**config.mk**
```make
export PLATFORM = sky130hd
export DESIGN_NAME = bridge_decay_and_fault_control
export DESIGN_NICKNAME = d
export VERILOG_FILES = /design/src/rtl/decay_ctrl_pkg.sv /design/src/rtl/bridge_decay_and_fault_control.sv
export SDC_FILE = /design/constraint.sdc
export NUM_CORES = 1
export LEC_CHECK = 0
export BUFFER_PORTS_ARGS = -buffer_cell sky130_fd_sc_hd__buf_4
export CAP_MARGIN = 20
export CORE_ASPECT_RATIO = 1.25
export CORE_UTILIZATION = 32
export CTS_BUF_LIST = sky130_fd_sc_hd__clkbuf_16
export DETAILED_ROUTE_END_ITERATION = 7
export GPL_TIMING_DRIVEN = 0
export PLACE_DENSITY = 0.51
export SYNTH_ARGS = -nofsm -noshare
export SYNTH_HDL_FRONTEND = slang
export SYNTH_SLANG_ARGS = --single-unit
```
**constraint.sdc**
```tcl
create_clock -name sys_clk -period 2.3 [get_ports sys_clk]
set_input_delay 0.115 -clock sys_clk [delete_from_list [all_inputs] [get_ports sys_clk]]
set_output_delay 0.115 -clock sys_clk [all_outputs]
set_load 0.02 [all_outputs]
```
**src/rtl/decay_ctrl_pkg.sv**
```systemverilog
/*
  shared constants and carriers for the bridge decay and fault control block.
  assumes a 100 MHz system clock and a master oscillator tick supplied as a one-cycle pulse.
*/
package decay_ctrl_pkg;
  localparam int unsigned LEVEL_W      = 8;
  localparam int unsigned CNT_W        = 8;
  // master oscillator cycle counts
  localparam logic [7:0]  OFF_CYCLES   = 8'h57;  // 87
  localparam logic [7:0]  BLANK_CYCLES = 8'h06;
  localparam logic [7:0]  DEAD_CYCLES  = 8'h03;
  // default fast portion per selector code, in oscillator cycles
  localparam logic [7:0]  FAST_SEL0    = 8'h00;
  localparam logic [7:0]  FAST_SEL1    = 8'h10;
  localparam logic [7:0]  FAST_SEL2    = 8'h2B;
  localparam logic [7:0]  FAST_SEL3    = 8'h57;

  typedef enum logic [2:0] {
    PH_DRIVE = 3'b000,
    PH_DEAD  = 3'b001,
    PH_FAST  = 3'b011,
    PH_SLOW  = 3'b010,
    PH_OFF   = 3'b110
  } phase_t;

  // gate drive of one full bridge
  typedef struct packed {
    logic high_a;
    logic low_a;
    logic high_b;
    logic low_b;
  } gates_t;

  // per-bridge inputs from translator and analog front end
  typedef struct packed {
    logic [LEVEL_W-1:0] level;
    logic               pol;
    logic               step_pulse;
    logic               trip;
    logic               zero_cur;
  } bridge_in_t;
endpackage

```
**src/rtl/bridge_decay_and_fault_control.sv**
```systemverilog
/*
  two-bridge decay selection, synchronous rectification and fault gating.
  assumes osc_tick is a single-cycle pulse per master oscillator cycle, all inputs synchronous to sys_clk.
*/
`timescale 1ns/10ps
`default_nettype none
module bridge_decay_and_fault_control #(
  parameter logic [7:0] FAST_TAB0 = decay_ctrl_pkg::FAST_SEL0,
  parameter logic [7:0] FAST_TAB1 = decay_ctrl_pkg::FAST_SEL1,
  parameter logic [7:0] FAST_TAB2 = decay_ctrl_pkg::FAST_SEL2,
  parameter logic [7:0] FAST_TAB3 = decay_ctrl_pkg::FAST_SEL3
) (
  // clock and reset
  input  wire logic                       sys_clk,
  input  wire logic                       srst,
  input  wire logic                       osc_tick,
  // configuration
  input  wire logic                       fast_decay_sel_lo,
  input  wire logic                       fast_decay_sel_hi,
  input  wire logic                       sync_rect_disable,
  // faults
  input  wire logic                       over_temp,
  input  wire logic                       gate_regulator_rail_low,
  input  wire logic                       supply_lockout,
  // bridges
  input  wire decay_ctrl_pkg::bridge_in_t br0_in,
  input  wire decay_ctrl_pkg::bridge_in_t br1_in,
  output logic                            translator_home,
  output decay_ctrl_pkg::gates_t          br0_gates,
  output decay_ctrl_pkg::gates_t          br1_gates,
  output logic [1:0]                      fast_active
);

  function automatic logic [7:0] fast_count(input logic [1:0] sel);
    unique case (sel)
      2'b00: fast_count = FAST_TAB0;
      2'b01: fast_count = FAST_TAB1;
      2'b10: fast_count = FAST_TAB2;
      2'b11: fast_count = FAST_TAB3;
    endcase
  endfunction

  // forward drive of one bridge for the given polarity
  function automatic decay_ctrl_pkg::gates_t drive_gates(input logic pol);
    drive_gates = pol ? 4'b1001 : 4'b0110;
  endfunction

  logic [1:0] sel;
  assign sel = {fast_decay_sel_hi, fast_decay_sel_lo};

  // fault and lockout sequencing
  logic lock_ff, nxt_lock, home_ff, nxt_home;
  logic lock_prev_ff, nxt_lock_prev;
  logic gate_ok;
  // the edge copy resets to the idle level so leaving reset is not taken as a release
  always_comb
  begin
    nxt_lock      = supply_lockout;
    nxt_lock_prev = supply_lockout;
    nxt_home      = lock_prev_ff & ~supply_lockout;
  end
  always_ff @(posedge sys_clk)
  begin
    if (srst)
    begin
      lock_ff      <= 1'b1;
      lock_prev_ff <= 1'b0;
      home_ff      <= 1'b0;
    end
    else
    begin
      lock_ff      <= nxt_lock;
      lock_prev_ff <= nxt_lock_prev;
      home_ff      <= nxt_home;
    end
  end
  // home pulse precedes re-enable by one cycle since lock_ff still holds
  assign gate_ok = ~lock_ff & ~supply_lockout & ~over_temp & ~gate_regulator_rail_low;

  decay_ctrl_pkg::bridge_in_t bin [2];
  assign bin[0] = br0_in;
  assign bin[1] = br1_in;

  decay_ctrl_pkg::phase_t ph_ff [2], nxt_ph [2];
  logic [7:0] cnt_ff [2], nxt_cnt [2];
  logic [7:0] fcnt_ff [2], nxt_fcnt [2];
  logic [7:0] blank_ff [2], nxt_blank [2];
  logic [7:0] prev_ff [2], nxt_prev [2];
  logic       mixed_ff [2], nxt_mixed [2];
  logic       zero_ff [2], nxt_zero [2];
  decay_ctrl_pkg::gates_t g_ff [2], nxt_g [2];

  for (genvar b = 0; b < 2; b++)
  begin : g_br
    always_comb
    begin
      nxt_ph[b]    = ph_ff[b];
      nxt_cnt[b]   = cnt_ff[b];
      nxt_fcnt[b]  = fcnt_ff[b];
      nxt_blank[b] = blank_ff[b];
      nxt_prev[b]  = prev_ff[b];
      nxt_mixed[b] = mixed_ff[b];
      nxt_zero[b]  = zero_ff[b];
      nxt_g[b]     = '0;
      if (bin[b].step_pulse)
      begin
        nxt_prev[b]  = bin[b].level;
        nxt_mixed[b] = (bin[b].level < prev_ff[b]) && (sel != 2'b00);
      end
      if (bin[b].zero_cur)
        nxt_zero[b] = 1'b1;
      if (osc_tick && blank_ff[b] != 8'h00)
        nxt_blank[b] = blank_ff[b] - 8'h01;
      unique case (ph_ff[b])
        decay_ctrl_pkg::PH_DRIVE:
        begin
          nxt_g[b] = drive_gates(bin[b].pol);
          if (bin[b].trip && blank_ff[b] == 8'h00)
          begin
            nxt_ph[b]   = decay_ctrl_pkg::PH_DEAD;
            nxt_cnt[b]  = decay_ctrl_pkg::OFF_CYCLES;
            nxt_fcnt[b] = mixed_ff[b] ? fast_count(sel) : 8'h00;
            nxt_blank[b] = decay_ctrl_pkg::DEAD_CYCLES;
            nxt_zero[b] = 1'b0;
            nxt_g[b]    = '0;
          end
        end
        decay_ctrl_pkg::PH_DEAD:
        begin
          // all gates low while the complement turns off
          if (osc_tick && blank_ff[b] == 8'h01)
            nxt_ph[b] = (fcnt_ff[b] != 8'h00 && sel != 2'b00) ? decay_ctrl_pkg::PH_FAST
                                                              : decay_ctrl_pkg::PH_SLOW;
        end
        decay_ctrl_pkg::PH_FAST:
        begin
          // reverse drive; rectification keeps the reverse pair on for low loss
          if (!sync_rect_disable && !zero_ff[b])
            nxt_g[b] = drive_gates(~bin[b].pol);
          if (osc_tick)
          begin
            nxt_fcnt[b] = fcnt_ff[b] - 8'h01;
            nxt_cnt[b]  = cnt_ff[b] - 8'h01;
          end
          if (osc_tick && cnt_ff[b] == 8'h01)
          begin
            // whole off-time spent fast: nothing is left for slow decay
            nxt_ph[b]    = decay_ctrl_pkg::PH_OFF;
            nxt_blank[b] = decay_ctrl_pkg::DEAD_CYCLES;
            nxt_g[b]     = '0;
          end
          else if ((osc_tick && fcnt_ff[b] == 8'h01) || sel == 2'b00)
          begin
            // the slow pair waits out a dead time after the reverse pair
            nxt_ph[b]    = decay_ctrl_pkg::PH_SLOW;
            nxt_blank[b] = decay_ctrl_pkg::DEAD_CYCLES;
            nxt_g[b]     = '0;
          end
        end
        decay_ctrl_pkg::PH_SLOW:
        begin
          // both low sides recirculate; the off source never turns on
          if (!sync_rect_disable && !zero_ff[b] && blank_ff[b] == 8'h00)
            nxt_g[b] = 4'b0101;
          if (osc_tick)
          begin
            nxt_cnt[b] = cnt_ff[b] - 8'h01;
            if (cnt_ff[b] <= 8'h01)
            begin
              nxt_ph[b]    = decay_ctrl_pkg::PH_OFF;
              nxt_blank[b] = decay_ctrl_pkg::DEAD_CYCLES;
              nxt_g[b]     = '0;
            end
          end
        end
        decay_ctrl_pkg::PH_OFF:
        begin
          if (osc_tick && blank_ff[b] == 8'h01)
          begin
            nxt_ph[b]    = decay_ctrl_pkg::PH_DRIVE;
            nxt_blank[b] = decay_ctrl_pkg::BLANK_CYCLES;
          end
        end
        default: nxt_ph[b] = decay_ctrl_pkg::PH_OFF;
      endcase
      if (!gate_ok)
        nxt_g[b] = '0;
      if (home_ff)
      begin
        nxt_prev[b]  = '0;
        nxt_mixed[b] = 1'b1;
      end
    end

    always_ff @(posedge sys_clk)
    begin
      if (srst)
      begin
        ph_ff[b]    <= decay_ctrl_pkg::PH_DRIVE;
        cnt_ff[b]   <= 8'h00;
        fcnt_ff[b]  <= 8'h00;
        blank_ff[b] <= decay_ctrl_pkg::BLANK_CYCLES;
        prev_ff[b]  <= 8'h00;
        mixed_ff[b] <= 1'b1;
        zero_ff[b]  <= 1'b0;
        g_ff[b]     <= '0;
      end
      else
      begin
        ph_ff[b]    <= nxt_ph[b];
        cnt_ff[b]   <= nxt_cnt[b];
        fcnt_ff[b]  <= nxt_fcnt[b];
        blank_ff[b] <= nxt_blank[b];
        prev_ff[b]  <= nxt_prev[b];
        mixed_ff[b] <= nxt_mixed[b];
        zero_ff[b]  <= nxt_zero[b];
        g_ff[b]     <= nxt_g[b];
      end
    end

    no_fault_drive_a: assert property (@(posedge sys_clk) disable iff (srst)
      (over_temp || gate_regulator_rail_low) |=> g_ff[b] == '0) else $error("gates on during fault");
    zero_sel_slow_a: assert property (@(posedge sys_clk) disable iff (srst)
      (sel == 2'b00 && $stable(sel)) |-> ##1 ph_ff[b] != decay_ctrl_pkg::PH_FAST)
      else $error("fast with sel zero");
    sr_off_a: assert property (@(posedge sys_clk) disable iff (srst)
      (sync_rect_disable && ph_ff[b] == decay_ctrl_pkg::PH_SLOW) |=> g_ff[b] == '0)
      else $error("rectifying while off");
    fast_to_slow_a: assert property (@(posedge sys_clk) disable iff (srst)
      (ph_ff[b] == decay_ctrl_pkg::PH_FAST && osc_tick && fcnt_ff[b] == 8'h01 && cnt_ff[b] != 8'h01)
      |=> ph_ff[b] == decay_ctrl_pkg::PH_SLOW) else $error("fast not ended");
    fast_full_off_a: assert property (@(posedge sys_clk) disable iff (srst)
      (ph_ff[b] == decay_ctrl_pkg::PH_FAST && osc_tick && cnt_ff[b] == 8'h01)
      |=> ph_ff[b] == decay_ctrl_pkg::PH_OFF && blank_ff[b] == decay_ctrl_pkg::DEAD_CYCLES)
      else $error("off-time overrun");
    trip_off_a: assert property (@(posedge sys_clk) disable iff (srst)
      (ph_ff[b] == decay_ctrl_pkg::PH_DRIVE && bin[b].trip && blank_ff[b] == 8'h00)
      |=> ph_ff[b] == decay_ctrl_pkg::PH_DEAD && cnt_ff[b] == decay_ctrl_pkg::OFF_CYCLES)
      else $error("bad off start");
    blank_hold_a: assert property (@(posedge sys_clk) disable iff (srst)
      (ph_ff[b] == decay_ctrl_pkg::PH_OFF && $past(ph_ff[b]) != decay_ctrl_pkg::PH_OFF)
      |-> blank_ff[b] == decay_ctrl_pkg::DEAD_CYCLES) else $error("dead time wrong");
    zero_stop_a: assert property (@(posedge sys_clk) disable iff (srst)
      (zero_ff[b] && ph_ff[b] == decay_ctrl_pkg::PH_SLOW) |=> g_ff[b] == '0) else $error("rectified past zero");
  end

  lock_off_a: assert property (@(posedge sys_clk) disable iff (srst)
    supply_lockout |=> br0_gates == '0 && br1_gates == '0) else $error("gates on in lockout");
  home_pulse_a: assert property (@(posedge sys_clk) disable iff (srst)
    ($fell(supply_lockout)) |=> translator_home ##1 !translator_home) else $error("no home pulse");

  always_ff @(posedge sys_clk)
  begin
    if (srst)
    begin
      translator_home <= 1'b0;
      fast_active     <= 2'b00;
    end
    else
    begin
      translator_home <= nxt_home;
      fast_active     <= {nxt_ph[1] == decay_ctrl_pkg::PH_FAST, nxt_ph[0] == decay_ctrl_pkg::PH_FAST};
    end
  end
  assign br0_gates = g_ff[0];
  assign br1_gates = g_ff[1];

endmodule // bridge_decay_and_fault_control
`default_nettype wire

```
Word-level counts from Yosys, hierarchy flattened:

Memories as Yosys holds them, arrays and structs flattened.
Cells that the tools add are included.

* flip-flop bits (word level): 5
* bits in writable memories: 82
* bits of input ports: 33
* output and inout bits: 11
* logic and storage cells: 204
* memories: 8

Memory list
* blank_ff: words 2, bits a word 8, rd ports 2, clocked after Yosys merged registers in 0, wr ports 2, RTL line bridge_decay_and_fault_control.sv:87 `logic [7:0] blank_ff [2], nxt_blank [2];`
* cnt_ff: words 2, bits a word 8, rd ports 2, clocked after Yosys merged registers in 0, wr ports 2, RTL line bridge_decay_and_fault_control.sv:85 `logic [7:0] cnt_ff [2], nxt_cnt [2];`
* fcnt_ff: words 2, bits a word 8, rd ports 2, clocked after Yosys merged registers in 0, wr ports 2, RTL line bridge_decay_and_fault_control.sv:86 `logic [7:0] fcnt_ff [2], nxt_fcnt [2];`
* prev_ff: words 2, bits a word 8, rd ports 2, clocked after Yosys merged registers in 0, wr ports 2, RTL line bridge_decay_and_fault_control.sv:88 `logic [7:0] prev_ff [2], nxt_prev [2];`
* g_ff: words 2, bits a word 4, rd ports 2, clocked after Yosys merged registers in 0, wr ports 2, RTL line bridge_decay_and_fault_control.sv:91 `decay_ctrl_pkg::gates_t g_ff [2], nxt_g [2];`
* ph_ff: words 2, bits a word 3, rd ports 2, clocked after Yosys merged registers in 0, wr ports 2, RTL line bridge_decay_and_fault_control.sv:84 `decay_ctrl_pkg::phase_t ph_ff [2], nxt_ph [2];`
* 2 more memories

* add/subtract/negate cells: 6
* order comparisons: 4
* eq/ne operators: 19
* mux-type cells: 104
* bitwise gates (word level): 24
* reduce and logical (&&, ||, !) cells: 35

Operators by type and width (number)
* $mux 8: 36
* $pmux 8 s4: 3
* $mux 4: 20
* $pmux 8 s2: 4
* $mux 3: 18
* $eq 8x1->1 const B: 6
* $sub 8x1->8 const B: 6
* $reduce_bool 8->1: 4
* $pmux 3 s5: 2
* $pmux 4 s3: 2
* $mux 1: 19
* $eq 3x2->1 const B: 6
* $logic_and 1x1->1: 18
* $le 8x1->1 const B: 2
* $logic_not 8->1: 2
* $lt 8x8->1: 2
* $or 1x1->1: 16
* $eq 3x1->1 const B: 2
* $eq 3x3->1 const B: 2
* $logic_not 3->1: 2
* $and 1x1->1: 4
* $eq 2x2->1 const B: 2
* $not 1->1: 4
* $reduce_or 2->1: 2
* other kinds (5): 8

Logic depth before layout (Yosys ltp):

An unclocked memory read counts as a cell.

* depth in word-level cells: 10
* depth in mapped cells: 8
* mapped depth without buffers: 7

Worst setup path before layout:

Ideal clock, no wire load.

* path type: register -> register
* start point: mem cnt_ff[1][2]
* end point: mem blank_ff[1][7]
* library setup time: 0.125 ns
* arrival time: 1.898 ns
* data required time: 2.175 ns
* setup slack: 0.277 ns
* cell stages (with the launch flop): 7
* path buffers: 1
* clock period less this slack: 2.023 ns
* path through: dfxtp_1 or4_4 or4_1 o21ai_0 or3_1 buf_2 a21oi_1

RTL lines (RTL line)
* start: declaration: bridge_decay_and_fault_control.sv:85
* end: declaration: bridge_decay_and_fault_control.sv:87

==> results <==
- The fmax is 457 MHz.
- The smallest clock period supported by the final layout is computed as 2190 ps.
- The die width is 110 µm.
- The synthesized netlist occupies a cell area of 4660 µm².
- Dividing the detail-routed via count by the number of cells gives 5.27.
- In the routed design, unresolved DRC markers number 0.
- The pin count of the biggest net entering global routing is 13.
- The largest total area in the synthesized netlist belongs to dfxtp_1.
- The library cells used most frequently in the layout, excluding fill and tap cells, are dfxtp_1 (87), nor2_1 (70), inv_1 (41).
- The core box area is 14,000 µm².
- The number of synthesized register bits is 87.
- The cell row count is 48.
- At the worst endpoint, the arrival time is 2410 ps.
- The number of synthesized flops with an enable pin is 0.
- The slew at the pin closest to its max-slew limit is 674 ps.
- In this run, CTS created clock tree buffers numbering 9.
- The critical path is of the reg2reg type.
- In this run the worst path has a maximum fanout of 6.
- The post-synthesis average cell area is 8.40 µm².
- The number of maximum-capacitance violations is 0.
- The distinct cell type count of the synthesized netlist is 60.
- Setup violations remaining at the end of the flow were counted as 0.
- The proportion of register bits with asynchronous set or reset after synthesis is 0.
- The synthesized netlist net count is 616.
- In the final layout, the share of cells above drive strength 1 is 0.121.
- After synthesis, the cell types taking the most area are dfxtp_1 (37%), ha_1 (7.5%), nor2_1 (5.6%), mux2i_1 (4.1%), a21oi_1 (3.5%).
- After clock tree synthesis, the clock-pin slew on the worst setup and hold paths is 60 ps.
- The maximum clock path buffer count is 2.
- The sum of routed wire length over all layers is 11,100 µm.
- In the synthesized netlist the dominant register cell turns out to be dfxtp_1.
- Clock skew on the completed layout was measured at 6.89 ps.
- The peak ir drop on the vdd network is 0.299 mV.
- The number of filler instances in the final layout is 1,461.
- For the worst setup path, the data required time is 2520 ps.
- Dividing the detail-routed wire length by the instance count gives 14.1 µm.
- For flop-to-flop paths, the worst setup slack is 110 ps.
- The root buffer cell chosen for the clock tree is clkbuf_16.
- The worst setup path is launched from a register.
- For the worst-skew pair, the clock arrives at the later sink with an insertion delay of 340 ps.
- The kind of path behind the tightest hold check is in2reg.
- The detailed router finished its first iteration with 213 violations.
- Setup repair after global routing left no endpoint under its margin.
- The leading cell type in the layout, fill and taps excluded is dfxtp_1.
- Measured against its own limit, the worst slew margin works out to 0.547.
- The first-pass GRT wire length is 18,400 µm.
- The total count of hold-check failures in the final report came to 0.
- The flow ran to the end, and the final reports show no timing, DRC or antenna violations.
- Once detailed placement completed, the half-perimeter wirelength came to 8170 µm.
- During synthesis, Yosys emitted a total of 0 warnings.
- The share of Yosys cell area claimed by the top area cell type is 0.374.
- The via count of the first global-routing pass is 3,895.
- Detailed routing inserted a total of 4,155 vias.
- In the final design database the tool counted 671 nets.
- The congestion estimate from routability-driven global placement came to 0.796.
- The clock tree from TritonCTS is done.
- In this run the number of H-tree levels came out at 3.
- In this run the static leakage power is 2.20 nW.
- The area added between synthesis and finish is 19.0%.
- The endpoint class of the critical path is a register.
- On the final layout, the worst hold slack is 23.9 ps.
- The ratio of total power to cell area is 618 nW/µm².
- From bottom edge to top edge, the die measures 137 µm.
- The initial standard-cell utilization of the core is 0.333.
- The I/O pin count is 44.
- The initial antenna violation count is 0.
- 0 antenna diodes ended up in the layout.
- In the global route stage, overall resource usage came out at 0.159.
- The number of pins exceeding their max-slew limit in the final report is 0.
- The aggregate global routing overflow is 0.
- The count of input and output buffers is 38.
- The overall die area is 15,100 µm².
- After detailed placement, the total cell area comes to 5160 µm².
- The final design instance area without fill is 5550 µm².
- The post-route clock period utilization is 0.952.
- Before antenna repair, the detailed router went through 4 iterations.
- The count of nets left with antenna violations after detail routing is 0.
- The number of sinks handled by clock tree synthesis is 87.
- Counting every instance in the synthesized netlist gives 555.
- The register area share after synthesis is 0.374.
[flip-flops by register name, indices dropped and copies added (netlist names), 2 cells and up]
name / cells
fast_active: 2
cnt_ff: 16
mixed_ff: 2
fcnt_ff: 16
prev_ff: 16
zero_ff: 2
g_ff: 8
ph_ff: 6
blank_ff: 16
[worst max-delay path, cell delays in order, from the launching register on]
cell and delay, ps:
dfxtp_1 340, or4_4 570, or4_1 590, o21ai_0 230
or3_1 130, buf_2 160, a21oi_1 50
[worst paths after layout]
kind	cells past startpoint	to	startpoint
worst max-delay path	6	blank_ff[1][7]$_SDFF_PP0_	cnt_ff[1][2]$_SDFFE_PP0P_
worst min-delay path	3	prev_ff[1][1]$_SDFFE_PP0P_	br1_in[5]
worst max register to register	6	blank_ff[1][7]$_SDFF_PP0_	cnt_ff[1][2]$_SDFFE_PP0P_
worst min register to register	2	translator_home$_SDFF_PP0_	lock_prev_ff$_SDFF_PP0_
[synthesized netlist by cell type (all sizes together) (3+ instances only)]
master	n
a2111oi	4
a211o	4
a211oi	12
a21o	5
a21oi	33
a31oi	3
a41oi	4
and3b	4
and4	4
clkbuf	20
dfxtp	87
ha	28
inv	38
mux2i	19
nand2	33
nand2b	8
nand3	16
nand3b	4
nand4	5
nor2	70
nor2b	9
nor3	31
nor4	7
o2111ai	4
o21a	3
o21ai	24
o22ai	4
or2	4
or3	5
or4	10
or4b	3
xnor2	11
xor2	9
[routing by layer]
metal | share of wire | vias to the layer above | GRT usage | wire (µm)
met5 | 0 | - | 0 | 0
met4 | 0.022 | 0 | 0.0793 | 245
met3 | 0.040 | 12 | 0.0271 | 444
met2 | 0.47 | 81 | 0.262 | 5240
met1 | 0.47 | 1958 | 0.198 | 5200
li1 | - | 2104 | - | -
[logic make-up after synthesis]
family	synth area share
muxes	0.0408
buffers and inverters	0.0502
and+or+nand+nor	0.254
xor gates and xnor gates	0.0376
AOI/OAI and AO/OA	0.168
adders and majority gates	0.0752
DFF	0.374
[report_power, final]
| group | internal [W] | total [W] | switching, W |
|---|---|---|---|
| logic | 0.000195 | 0.000426 | 0.000231 |
| clock network | 0.000814 | 0.00138 | 0.000568 |
| registers | 0.00157 | 0.00162 | 0.0000527 |
| total | 0.00258 | 0.00343 | 0.000852 |
[per-stage QoR]
step	util	instances	power, W	TNS, ps	setup WS, ps
floorplan	-	555	0.00193	0	277
global placement	0.369	768	0.00206	-85.2	-32.1
detailed placement	0.369	768	0.00207	-544	-94.6
CTS	0.394	789	0.00349	0	15.8
global route	0.396	788	0.00360	0	1.17
finish	0.396	788	0.00343	0	111
[layout make-up]
cell class,count,area (µm²),share of cell area
plain buffers,21,87.6,0.0158
multi-input cells,408,2740,0.493
clock buffers,9,225,0.0406
flip-flops and latches,87,1740,0.314
inverters,38,143,0.0257
clock inverters,5,45.0,0.00812
repair buffers,45,350,0.0632
well taps,175,219,0.0395
[what timing repair did]
item                       in CTS  in global routing
pin swaps                       1                  0
setup buffers                   2                  0
gates resized for setup         4                  6
hold buffers                    5                  0
setup endpoints to repair      11                 15
hold endpoints to repair        6                  0
gates cloned                    0                  0
(Power assumes the default switching activity.)
